### config.mk
export PLATFORM = sky130hd
export DESIGN_NAME = window_watchdog_reset_arming
export DESIGN_NICKNAME = d
export VERILOG_FILES = /design/src/include/wdog_pkg.sv /design/src/interval_timer.sv /design/src/window_watchdog_reset_arming.sv
export VERILOG_INCLUDE_DIRS = /design/src /design/src/include
export SDC_FILE = /design/constraint.sdc
export NUM_CORES = 1
export LEC_CHECK = 0
export BUFFER_PORTS_ARGS = -buffer_cell sky130_fd_sc_hd__buf_2
export CAP_MARGIN = 0
export CORE_ASPECT_RATIO = 0.9
export CORE_MARGIN = 5
export CORE_UTILIZATION = 45
export CTS_CLUSTER_SIZE = 40
export DETAILED_ROUTE_END_ITERATION = 7
export PLACE_DENSITY = 0.65
export REMOVE_ABC_BUFFERS = 1
export SYNTH_ARGS = -nofsm -noshare
export SYNTH_HDL_FRONTEND = slang
export SYNTH_SLANG_ARGS = --single-unit
### constraint.sdc
create_clock -name mclk_i -period 2.4 [get_ports mclk_i]
set_clock_uncertainty 0.2 [all_clocks]
set_input_delay 0.48 -clock mclk_i [delete_from_list [all_inputs] [get_ports mclk_i]]
set_output_delay 0.48 -clock mclk_i [all_outputs]
set_load 0.1 [all_outputs]
### src/include/wdog_map.svh
`ifndef WDOG_MAP_SVH
`define WDOG_MAP_SVH

// Clock period of mclk_i in ns
`define WDOG_CLK_PERIOD_NS 10

// Reset pin pull-down after a failed refresh, in ns and in cycles
`define WDOG_ERR_RESET_TIME_NS 1000000
`define WDOG_ERR_RESET_CYC ((`WDOG_ERR_RESET_TIME_NS) / (`WDOG_CLK_PERIOD_NS))

// Default window limits and power-on delay, in cycles
`define WDOG_MIN_WIN_CYC 1000
`define WDOG_MAX_WIN_CYC 4000
`define WDOG_POR_DELAY_CYC 2000

// Counter widths
`define WDOG_WIN_CNT_W 16
`define WDOG_POR_CNT_W 16
`define WDOG_PULSE_CNT_W 17

// Reset values
`define WDOG_FLAG_RST 1'b0
`define WDOG_LOCKOUT_RST 1'b0
`define WDOG_POL_RST 1'b0

`endif

### src/include/wdog_pkg.sv
package wdog_pkg;

	// Refresh state machine states, one-hot
	typedef enum logic [3:0] {
		ST_INITIAL = 4'h1,
		ST_DRIVE = 4'h2,
		ST_TEST = 4'h4,
		ST_OVERRIDE = 4'h8
	} refresh_state_e;

	// Reset sources seen by the block, each high when faulty
	typedef struct packed {
		logic vcc_fault;
		logic vdd_fault;
		logic analog_ground_fault;
		logic bandgap_fault;
	} monitor_s;

	// Arm and safe output pins with their enables
	typedef struct packed {
		logic arm;
		logic arm_oe;
		logic safe_output;
		logic safe_output_oe;
	} arm_pins_s;

	// Internal reset lines distributed by the block
	typedef struct packed {
		logic core_block_reset;
		logic refresh_fsm_reset;
		logic safing_fsm_reset;
		logic analog_fail_reset;
		logic sleep_logic_reset;
	} resets_s;

endpackage

### src/interval_timer.sv
`timescale 1ns/10ps
`default_nettype none

// Saturating up-counter cleared by a pulse
module interval_timer #(
	parameter int W = 16
) (
	// Clock and reset
	input wire logic clk_i,
	input wire logic rst_n_i,
	// Control
	input wire logic clr_i,
	// Count
	output logic [W-1:0] count_o
);

	logic [W-1:0] count_d;

	// Next count: clear, hold at the top, or step
	always_comb
	begin
		if (clr_i)
			count_d = '0;
		else if (&count_o)
			count_d = count_o;
		else
			count_d = count_o + W'(1);
	end

	// Count register
	always_ff @(posedge clk_i or negedge rst_n_i)
	begin
		if (!rst_n_i)
			count_o <= '0;
		else
			count_o <= count_d;
	end

endmodule

`default_nettype wire

### src/window_watchdog_reset_arming.sv
`timescale 1ns/10ps
`default_nettype none
`include "wdog_map.svh"

module window_watchdog_reset_arming #(
	parameter int MIN_WIN_CYC = `WDOG_MIN_WIN_CYC,
	parameter int MAX_WIN_CYC = `WDOG_MAX_WIN_CYC,
	parameter int POR_DELAY_CYC = `WDOG_POR_DELAY_CYC,
	parameter int ERR_RESET_CYC = `WDOG_ERR_RESET_CYC
) (
	// Clock and reset
	input wire logic mclk_i,
	input wire logic arst_n_i,
	// Supply, ground and bandgap monitors, analog fail, sleep and safing reset requests
	input wire wdog_pkg::monitor_s monitor_i,
	input wire logic analog_fail_i,
	input wire logic sleep_request_i,
	input wire logic safing_reset_request_i,
	// Decoded serial commands, one-cycle pulses
	input wire logic refresh_command_i,
	input wire logic refresh_polarity_i,
	input wire logic lockout_suppress_command_i,
	input wire logic override_command_i,
	// Internal arm control
	input wire logic arm_request_i,
	input wire logic safe_request_i,
	// External reset pin and internal resets
	output logic reset_pin_n_o,
	output wdog_pkg::resets_s resets_o,
	// Arming pins
	output wdog_pkg::arm_pins_s pins_o,
	// Status
	output logic watchdog_error_flag_o,
	output logic arm_lockout_o,
	output wdog_pkg::refresh_state_e state_o
);

	localparam int WW = `WDOG_WIN_CNT_W;
	localparam int PW = `WDOG_POR_CNT_W;
	localparam int EW = `WDOG_PULSE_CNT_W;

	// Reset release through two flip-flops
	logic rst_meta_q;
	logic rst_n;

	always_ff @(posedge mclk_i or negedge arst_n_i)
	begin
		if (!arst_n_i)
		begin
			rst_meta_q <= 1'b0;
			rst_n <= 1'b0;
		end
		else
		begin
			rst_meta_q <= 1'b1;
			rst_n <= rst_meta_q;
		end
	end

	// Resets derived from the monitors
	logic internal_reset;
	logic supply_hold;
	logic por_done;
	logic por_clr;
	logic [PW-1:0] por_count;

	assign internal_reset = monitor_i.vdd_fault | monitor_i.bandgap_fault;
	assign por_clr = monitor_i.vcc_fault | internal_reset;
	assign por_done = (por_count >= PW'(POR_DELAY_CYC));
	assign supply_hold = por_clr | ~por_done;

	// Power-on delay runs only while the supply stays valid
	interval_timer #(
		.W(PW)
	) u_por_timer (
		.clk_i(mclk_i),
		.rst_n_i(rst_n),
		.clr_i(por_clr),
		.count_o(por_count)
	);

	// Refresh window timer, restarted on every refresh
	logic [WW-1:0] win_count;
	logic win_clr;

	interval_timer #(
		.W(WW)
	) u_win_timer (
		.clk_i(mclk_i),
		.rst_n_i(rst_n),
		.clr_i(win_clr),
		.count_o(win_count)
	);

	// Pull-down timer for a watchdog reset pulse
	logic [EW-1:0] pulse_count;
	logic pulse_clr;

	interval_timer #(
		.W(EW)
	) u_pulse_timer (
		.clk_i(mclk_i),
		.rst_n_i(rst_n),
		.clr_i(pulse_clr),
		.count_o(pulse_count)
	);

	// Refresh state machine
	wdog_pkg::refresh_state_e state_q, state_d;
	logic flag_q, flag_d;
	logic lockout_q, lockout_d;
	logic pol_q, pol_d;
	logic pulse_q, pulse_d;
	logic fsm_reset;
	logic in_window;
	logic refresh_ok;
	logic wd_error;
	logic timeout;
	logic timed;

	// Machine reset comes from the supply ramp and internal reset
	assign fsm_reset = supply_hold;
	assign timed = (state_q == wdog_pkg::ST_DRIVE) || (state_q == wdog_pkg::ST_TEST);
	assign in_window = (win_count >= WW'(MIN_WIN_CYC)) && (win_count <= WW'(MAX_WIN_CYC));
	// Opposite polarity inside the window
	assign refresh_ok = refresh_command_i && (refresh_polarity_i != pol_q) && in_window;
	// Late refresh also caught when none arrives at all
	assign timeout = timed && (win_count > WW'(MAX_WIN_CYC));
	assign wd_error = timed && ((refresh_command_i && !refresh_ok) || timeout);

	always_comb
	begin
		state_d = state_q;
		flag_d = flag_q;
		lockout_d = lockout_q;
		pol_d = pol_q;
		pulse_d = pulse_q;
		win_clr = 1'b0;
		pulse_clr = 1'b0;
		// Pull-down ends after its fixed length
		if (pulse_q && (pulse_count >= EW'(ERR_RESET_CYC - 1)))
			pulse_d = 1'b0;
		if (fsm_reset)
		begin
			state_d = wdog_pkg::ST_INITIAL;
			flag_d = `WDOG_FLAG_RST;
			lockout_d = `WDOG_LOCKOUT_RST;
			pol_d = `WDOG_POL_RST;
			pulse_d = 1'b0;
			win_clr = 1'b1;
		end
		else
		begin
			case (state_q)
				wdog_pkg::ST_INITIAL:
				begin
					win_clr = 1'b1;
					if (refresh_command_i)
					begin
						// First refresh is a successful one
						state_d = wdog_pkg::ST_DRIVE;
						flag_d = 1'b0;
						pol_d = refresh_polarity_i;
					end
					// Override only straight after a machine reset, never after an error
					else if (override_command_i && !flag_q && !lockout_q)
						state_d = wdog_pkg::ST_OVERRIDE;
				end
				wdog_pkg::ST_DRIVE, wdog_pkg::ST_TEST:
				begin
					if (wd_error)
					begin
						flag_d = 1'b1;
						pulse_d = 1'b1;
						pulse_clr = 1'b1;
						if (state_q == wdog_pkg::ST_DRIVE)
							lockout_d = 1'b1;
						state_d = wdog_pkg::ST_INITIAL;
					end
					else if (refresh_ok)
					begin
						flag_d = 1'b0;
						pol_d = refresh_polarity_i;
						win_clr = 1'b1;
						// Suppression lapses once its window closes
						state_d = lockout_suppress_command_i ? wdog_pkg::ST_TEST
							: wdog_pkg::ST_DRIVE;
					end
					else if (lockout_suppress_command_i)
						state_d = wdog_pkg::ST_TEST;
				end
				wdog_pkg::ST_OVERRIDE:
				begin
					// No errors in override; polarity still tracked
					if (refresh_command_i)
					begin
						pol_d = refresh_polarity_i;
						win_clr = 1'b1;
					end
				end
				default:
					state_d = wdog_pkg::ST_INITIAL;
			endcase
		end
	end

	always_ff @(posedge mclk_i or negedge rst_n)
	begin
		if (!rst_n)
		begin
			state_q <= wdog_pkg::ST_INITIAL;
			flag_q <= `WDOG_FLAG_RST;
			lockout_q <= `WDOG_LOCKOUT_RST;
			pol_q <= `WDOG_POL_RST;
			pulse_q <= 1'b0;
		end
		else
		begin
			state_q <= state_d;
			flag_q <= flag_d;
			lockout_q <= lockout_d;
			pol_q <= pol_d;
			pulse_q <= pulse_d;
		end
	end

	// Reset pin, internal resets and arming pins
	logic reset_pin_n_d;
	logic system_reset;
	logic pass;
	wdog_pkg::resets_s resets_d;
	wdog_pkg::arm_pins_s pins_d;

	always_comb
	begin
		// Any monitor fault, the supply hold or an error pulse pulls the reset pin low
		system_reset = supply_hold | monitor_i.vcc_fault | monitor_i.vdd_fault
			| monitor_i.analog_ground_fault | monitor_i.bandgap_fault | pulse_q;
		reset_pin_n_d = ~system_reset;
		resets_d.core_block_reset = internal_reset | supply_hold;
		resets_d.refresh_fsm_reset = fsm_reset;
		resets_d.safing_fsm_reset = safing_reset_request_i | supply_hold;
		resets_d.analog_fail_reset = analog_fail_i;
		resets_d.sleep_logic_reset = sleep_request_i;
		// Arm passes only in override or in a clean drive state
		pass = (state_q == wdog_pkg::ST_OVERRIDE)
			|| ((state_q == wdog_pkg::ST_DRIVE) && !resets_o.safing_fsm_reset
			&& !lockout_q);
		// A system reset blocks the pins in every state, override included
		if (system_reset)
			pass = 1'b0;
		if (analog_fail_i)
			pass = 1'b0;
		pins_d.arm = pass & arm_request_i;
		pins_d.safe_output = pass & safe_request_i;
		pins_d.arm_oe = pass;
		pins_d.safe_output_oe = pass;
	end

	always_ff @(posedge mclk_i or negedge rst_n)
	begin
		if (!rst_n)
		begin
			reset_pin_n_o <= 1'b0;
			resets_o <= '1;
			pins_o <= '0;
		end
		else
		begin
			reset_pin_n_o <= reset_pin_n_d;
			resets_o <= resets_d;
			pins_o <= pins_d;
		end
	end

	// Status outputs straight from registers
	assign watchdog_error_flag_o = flag_q;
	assign arm_lockout_o = lockout_q;
	assign state_o = state_q;

endmodule

`default_nettype wire

Yosys cells after proc, flatten, opt, wreduce, memory -nomap -nowiden
Cells that the tools add are included.
- flip-flop bits (word level): 68
- input port bits: 15
- output and inout bits: 16
- word-level logic and storage cells: 131
- add/sub/neg operators: 3
- $lt $le $gt $ge: 5
- equality and inequality tests: 16
- mux-type cells: 42
- bitwise logic cells: 14
- reduce and logical (&&, ||, !) cells: 32
- operators with widths (cell ; count):
    2-to-1 mux 16 bit ; 4
    2-to-1 mux 17 bit ; 2
    adder 16 x 1 -> 16 bit, second input constant ; 2
    AND reduction 16 bit ; 2
    2-to-1 mux 1 bit ; 25
    2-to-1 mux 4 bit ; 6
    adder 17 x 1 -> 17 bit, second input constant ; 1
    greater-or-equal comparator 17 bit, second input constant ; 1
    AND reduction 17 bit ; 1
    greater-or-equal comparator 16 x 10 -> 1 bit, second input constant ; 1
    greater-or-equal comparator 16 x 11 -> 1 bit, second input constant ; 1
    greater-than comparator 16 x 12 -> 1 bit, second input constant ; 1
    less-or-equal comparator 16 x 12 -> 1 bit, second input constant ; 1
    one-hot mux 4 bit (3 select lines) ; 1
    logical AND 1 bit ; 11
    OR 1 bit ; 10
    inequality test 3 bit, second input constant ; 3
    AND reduction 3 bit ; 3
    inequality test 4 bit, second input constant ; 2
    inequality test 2 bit, second input constant ; 3
    nonzero test 2 bit ; 3
    nonzero test 3 bit ; 2
    inequality test 5 bit, second input constant ; 1
    == test 4 x 1 -> 1 bit, second input constant ; 1
    15 further kinds ; 24

Depth between registers and ports, before layout
- depth in word-level cells: 11
- mapped depth: 11
- mapped depth without buffers: 10

By module
A second synthesis with hierarchy kept.
- cells, all modules: 389
- area total of the unflattened synthesis: 3823.7 sq um
- by module, submodules not included (module ; times used ; cells an instance ; area an instance (sq um) ; seq. area each (sq um)):
    interval_timer at u_por_timer ... ; 2 ; 93 ; 912.1 ; 400.4
    window_watchdog_reset_arming ; 1 ; 113 ; 1116.1 ; 483.0
    interval_timer at u_pulse_timer ; 1 ; 90 ; 883.3 ; 425.4

Worst setup path after synthesis
No wires, ideal clock.
- kind: register -> register
- start point: reg state_q[1], in the netlist state_o[1]
- end point: reg state_q[2], in the netlist state_o[2]
- setup time: 0.077 ns
- arrival time: 2.319 ns
- data required time: 2.123 ns
- setup slack: -0.196 ns
- stages on the path, launching flop included: 7
- buffers on the path: 1
- clock period less this slack: 2.596 ns
- cell sequence: dfrtp_1 buf_2 xor2_1 and2_1 and4_4 or4_1 a21oi_1
- longest elaborated chain between the ends: 8
- elaborated cells on any way between the ends: 16
- those cells by class: eq/ne (7); mux (3); reduce/logical (6)
- ends and longest elaborated chain (what ; RTL line ; text):
    start: declaration ; window_watchdog_reset_arming.sv:109 ; wdog_pkg::refresh_state_e state_q, state_d;
    start signal: assignment ; window_watchdog_reset_arming.sv:211 ; state_q <= wdog_pkg::ST_INITIAL;
    start signal: assignment ; window_watchdog_reset_arming.sv:219 ; state_q <= state_d;
    == test 4 x 2 -> 1 bit / == test 4 x 3 -> 1 bit (equally long branches) ; window_watchdog_reset_arming.sv:123, window_watchdog_reset_arming.sv:154 ;
    logical OR 1 bit ; window_watchdog_reset_arming.sv:123 ; assign timed = (state_q == wdog_pkg::ST_DRIVE) || (state_q == wdog_pkg::ST_TEST);
    logical AND 1 bit ; window_watchdog_reset_arming.sv:128 ; assign timeout = timed && (win_count > WW'(MAX_WIN_CYC));
    logical OR 1 bit ; window_watchdog_reset_arming.sv:129 ; assign wd_error = timed && ((refresh_command_i && !refresh_ok) || timeout);
    logical AND 1 bit ; window_watchdog_reset_arming.sv:129 ;
    2-to-1 mux 4 bit ; window_watchdog_reset_arming.sv:171 ; if (wd_error)
    one-hot mux 4 bit (3 select lines) ; window_watchdog_reset_arming.sv:154 ; case (state_q)
    2-to-1 mux 4 bit ; window_watchdog_reset_arming.sv:143 ; if (fsm_reset)
Parallel ways exist; a longest one is shown, timed or not.
A chain may end at the register's enable or synchronous reset.

Worst setup path in the final report
- start point: reg u_win_timer.count_o[0]
- end point: reg u_win_timer.count_o[9]
- longest elaborated chain between the ends: 11
- elaborated cells on any way between the ends: 19
- those cells by class: add/sub (1); order compare (3); eq/ne (1); mux (6); reduce/logical (8)
- ends and longest elaborated chain (what ; RTL line ; text):
    start: declaration ; interval_timer.sv:14 ; output logic [W-1:0] count_o
    start signal: assignment ; interval_timer.sv:36 ; count_o <= count_d;
    greater-or-equal comparator 16 x 10 -> 1 bit / less-or-equal comparator 16 x 12 -> 1 bit (equally long branches) ; window_watchdog_reset_arming.sv:124 ; assign in_window = (win_count >= WW'(MIN_WIN_CYC)) && (win_count <= WW'(MAX_WIN_CYC));
    logical AND 1 bit ; window_watchdog_reset_arming.sv:124 ;
    logical AND 1 bit ; window_watchdog_reset_arming.sv:126 ; assign refresh_ok = refresh_command_i && (refresh_polarity_i != pol_q) && in_window;
    logical NOT 1 bit ; window_watchdog_reset_arming.sv:129 ;
    logical AND 1 bit ; window_watchdog_reset_arming.sv:129 ;
    logical OR 1 bit ; window_watchdog_reset_arming.sv:129 ;
    logical AND 1 bit ; window_watchdog_reset_arming.sv:129 ;
    2-to-1 mux 1 bit ; window_watchdog_reset_arming.sv:171 ;
    one-hot mux 1 bit (3 select lines) ; window_watchdog_reset_arming.sv:154 ;
    2-to-1 mux 1 bit ; window_watchdog_reset_arming.sv:143 ;
    inequality test 2 x 1 -> 1 bit (no source line) / 2-to-1 mux 16 bit (equally long branches) ; - ;
Parallel ways exist; a longest one is shown, timed or not. The select of a mux whose other input is x is not followed.

==> impl_metrics.yaml <==
floorplanning:
  die_y_um: 94.21
  dieArea_mm2: 0.009757
  core-area_mm2: 0.007620
  start_util: 0.4654
  die_x_um: 103.6
  io_pins: 31
  fp-row-count: 30
global_routing:
  antenna_found_initial: 0
  grt_pass1_wl_um: 13160
  grt_pass1_vias: 2760
  grt-ovfl-total: 0
  grt_usage: 0.1633
  grt_max_degree: 45
worst_setup_path:
  path_class: "register to register"
  cp_max_fo: 8
  max_stage_delay_ns: 0.69
  crit_required_ns: 2.42
  worstPathCellList: "ha_1 -> nand4_2 -> or4_1 -> nand4_1 -> xor2_1 -> nor2_1"
  critPathSlowestCell: "or4_1"
  end_kind: "register"
  cp-start-kind: "register"
  crit_arrival_ns: 2.24
cells_and_area:
  antenna_cells: 0
  nets: 443
  layout-drive-gt1-share: 0.2014
  area_growth_pct: 18.63
drt:
  first_iter_violations: 230
  num_vias: 2849
  totalWireLength_um: 7438
  drtPass1Iterations: 4
  ant_nets: 0
  wl_per_cell_um: 14.22
  drc_errors: 0
  vias_per_cell: 5.447
placement:
  portBuffers: 30
  post-dp-hpwl_um: 5236
  post-place-ws_ns: 0.1406
  place_congestion: 0.8523
timing:
  hold_viol: 0
  setup_viol: 0
  relSlewSlack: 0.5968
  worstMarginPinSlew_ns: 0.5964
  slew_viol_final: 0
  min_period_over_period: 0.9245
  fin_crit_ns: 2.219
  fin_hold_ws_ns: 0.04723
  clock.fmax_ghz: 0.4507
  setup_slack_ns: 0.1812
pwr:
  combPwrFrac: 0.171
  p_leak_uw: 0.001769
  netSwitchingFraction: 0.2759
  p_clk_frac: 0.350
  p_int_uw: 2170
  seqPwrFrac: 0.479
  p_per_area_mw_per_mm2: 712.4
  vdd_drop_max_mv: 0.5035
  power_switching_uw: 826.7
synthesis:
  synthCells: 370
  mappedNetlistArea_mm2: 0.003546
  synth_adder_area_share: 0.02117
  async_flop_share: 1.000
  avgSynthCellArea_um2: 9.584
  synth-compound-area-share: 0.09527
  ys.flop_type: "dfrtp_1"
  synth.ff_latch_count: 68
  synth_top_area_share: 0.4375
  synth_largest_area_cell: "dfrtp_1"
  synth_simple_gate_area_share: 0.2664
  yosysUniqueCellTypes: 53
  yosysSeqAreaShare: 0.4820
  synthXorXnorAreaFrac: 0.09139
  synth_area_leaders: "dfrtp_1 (44%), nor2_1 (6.7%), xor2_1 (5.7%), dfstp_2 (4.4%), xnor2_1 (3.5%)"
  synth-edff-count: 0
  synth_top_family_by_area: "simple AND/OR/NAND/NOR gates"
  synth_warnings: 0
  muxShareOfSynthArea: 0.01129
clock_network:
  clock_sinks: 68
  clock_tree.htree_level_count: 3
  clkLatencyLatePin_ns: 0.34
  clk_pin_slew_ns: 0.07
  clockBufferDepth: 2
  cts_tree: "yes"
  cts_buffers: 9
  root_buffer: "clkbuf_8"
worst_hold_path:
  hp-class: "register to async pin"
run_status:
  status: "finished, final reports clean"
job:
  maxCapViolCount: 0
==> cell type report <==
type | count | area (µm²)
Inverter | 11 | 41.29
Fill cell | 702 | 3413
Clock inverter | 4 | 73.82
Tap cell | 96 | 120.1
Timing Repair Buffer | 55 | 377.9
Sequential cell | 68 | 1710
Clock buffer | 12 | 145.1
Multi-Input combinational cell | 277 | 1738
==> power by group through the flow <==
stage                     registers (µW)  logic, µW  clock network (µW)
after floorplan                     1460        283                   0
after global placement              1450        465                   0
after detailed placement            1450        477                   0
after CTS                           1430        480                1080
after global routing                1460        597                1140
final                               1440        513                1050
==> cells in the final DEF, fill, tap and decap left out, types with 3 or more instances in the layout <==
cell	count
nor2_1	63
dfrtp_1	61
buf_2	30
xor2_1	23
buf_4	21
nand2_1	18
nand3_1	17
nor3_1	15
a21oi_1	14
xnor2_1	14
nand4_1	12
inv_1	11
o21ai_0	11
clkbuf_8	10
and4_1	7
and3_1	6
a211oi_1	6
dfstp_2	6
or3_1	5
or4_1	5
a31oi_1	5
and2_1	5
nor4_1	4
mux2i_1	4
nor4b_1	4
ha_1	4
o2111ai_1	3
buf_12	3
==> cell usage after synthesis, types with 6 or more instances <==
library cell  count
a21oi_1          14
nand4_1          12
nand2_1          19
a211oi_1          6
o21ai_0          11
nor2_1           63
ha_1              6
clkbuf_1          7
xnor2_1          14
inv_1            11
nor3_1           15
and3_1            7
dfstp_2           6
xor2_1           23
and4_1            7
nand3_1          17
dfrtp_1          62
==> cells by family (layout without fill, tap and decap cells) <==
kind of cell	count (synthesis)	after routing
flip-flops	68	68
multiplexers	4	4
AO/OA/AOI/OAI	51	51
buffers and inverters	25	82
other	1	1
adder cells (fa/ha/maj)	6	6
AND/OR/NAND/NOR	178	178
XOR/XNOR	37	37
==> per-layer routing <==
layer | routed length, µm | global-route usage | vias up
met5 | 0 | 0 | -
met3 | 389 | 0.05086 | 7
met4 | 78 | 0.04809 | 0
li1 | - | - | 1423
met2 | 3281 | 0.2542 | 71
met1 | 3688 | 0.2187 | 1348
==> stage by stage <==
step | area, µm² | total power, µW | setup TNS, ns | util | cells
6_report | 4207 | 2997 | 0 | 0.5521 | 523
5_1_grt | 4207 | 3192 | -0.01789 | 0.5521 | 523
4_1_cts | 4172 | 2997 | 0 | 0.5475 | 520
3_5_place_dp | 3943 | 1925 | 0 | 0.5174 | 503
3_3_place_gp | 3943 | 1915 | 0 | 0.5174 | 503
2_1_floorplan | 3476 | 1742 | -0.2116 | - | 356
==> sequential cells by signal, indices dropped and copies added (netlist names) <==
name and flops:
u_pulse_timer.count_o 17, pulse_q 1, pol_q 1, arm_lockout_o 1, u_win_timer.count_o 16, pins_o 3
state_o 4, resets_o 5, reset_pin_n_o 1, watchdog_error_flag_o 1, rst_n 1, u_por_timer.count_o 16
rst_meta_q 1
==> critical path: cells and delay by family (launching register included) <==
family	cells	cell delay, ns
and+or+nand+nor	4	1.06
DFF	1	0.45
xor gates and xnor gates	1	0.16
adders and majority gates	1	0.24
==> final timing paths <==
| kind | from | endpoint | slack [ns] | depth (start not counted) |
|---|---|---|---|---|
| setup reg to reg | u_win_timer.count_o[0] | u_win_timer.count_o[9] | 0.18 | 6 |
| setup / recovery | u_win_timer.count_o[0] | u_win_timer.count_o[9] | 0.18 | 6 |
| hold / removal | rst_n | u_pulse_timer.count_o[4] | 0.05 | 0 |
| max in group asynchronous | rst_n | resets_o[2] | 1.28 | 1 |
| min in group mclk_i | sleep_request_i | resets_o[0] | 0.05 | 1 |
| hold reg to reg | rst_n | u_pulse_timer.count_o[4] | 0.05 | 0 |
==> timing repair <==
action                                  4_1_cts  5_1_grt
endpoints found under the hold margin         2        0
hold buffers                                  1        0
endpoints found under the setup margin        0        5
setup buffers                                 0        3
resized for setup                             0        4
(Power assumes the default switching activity.)
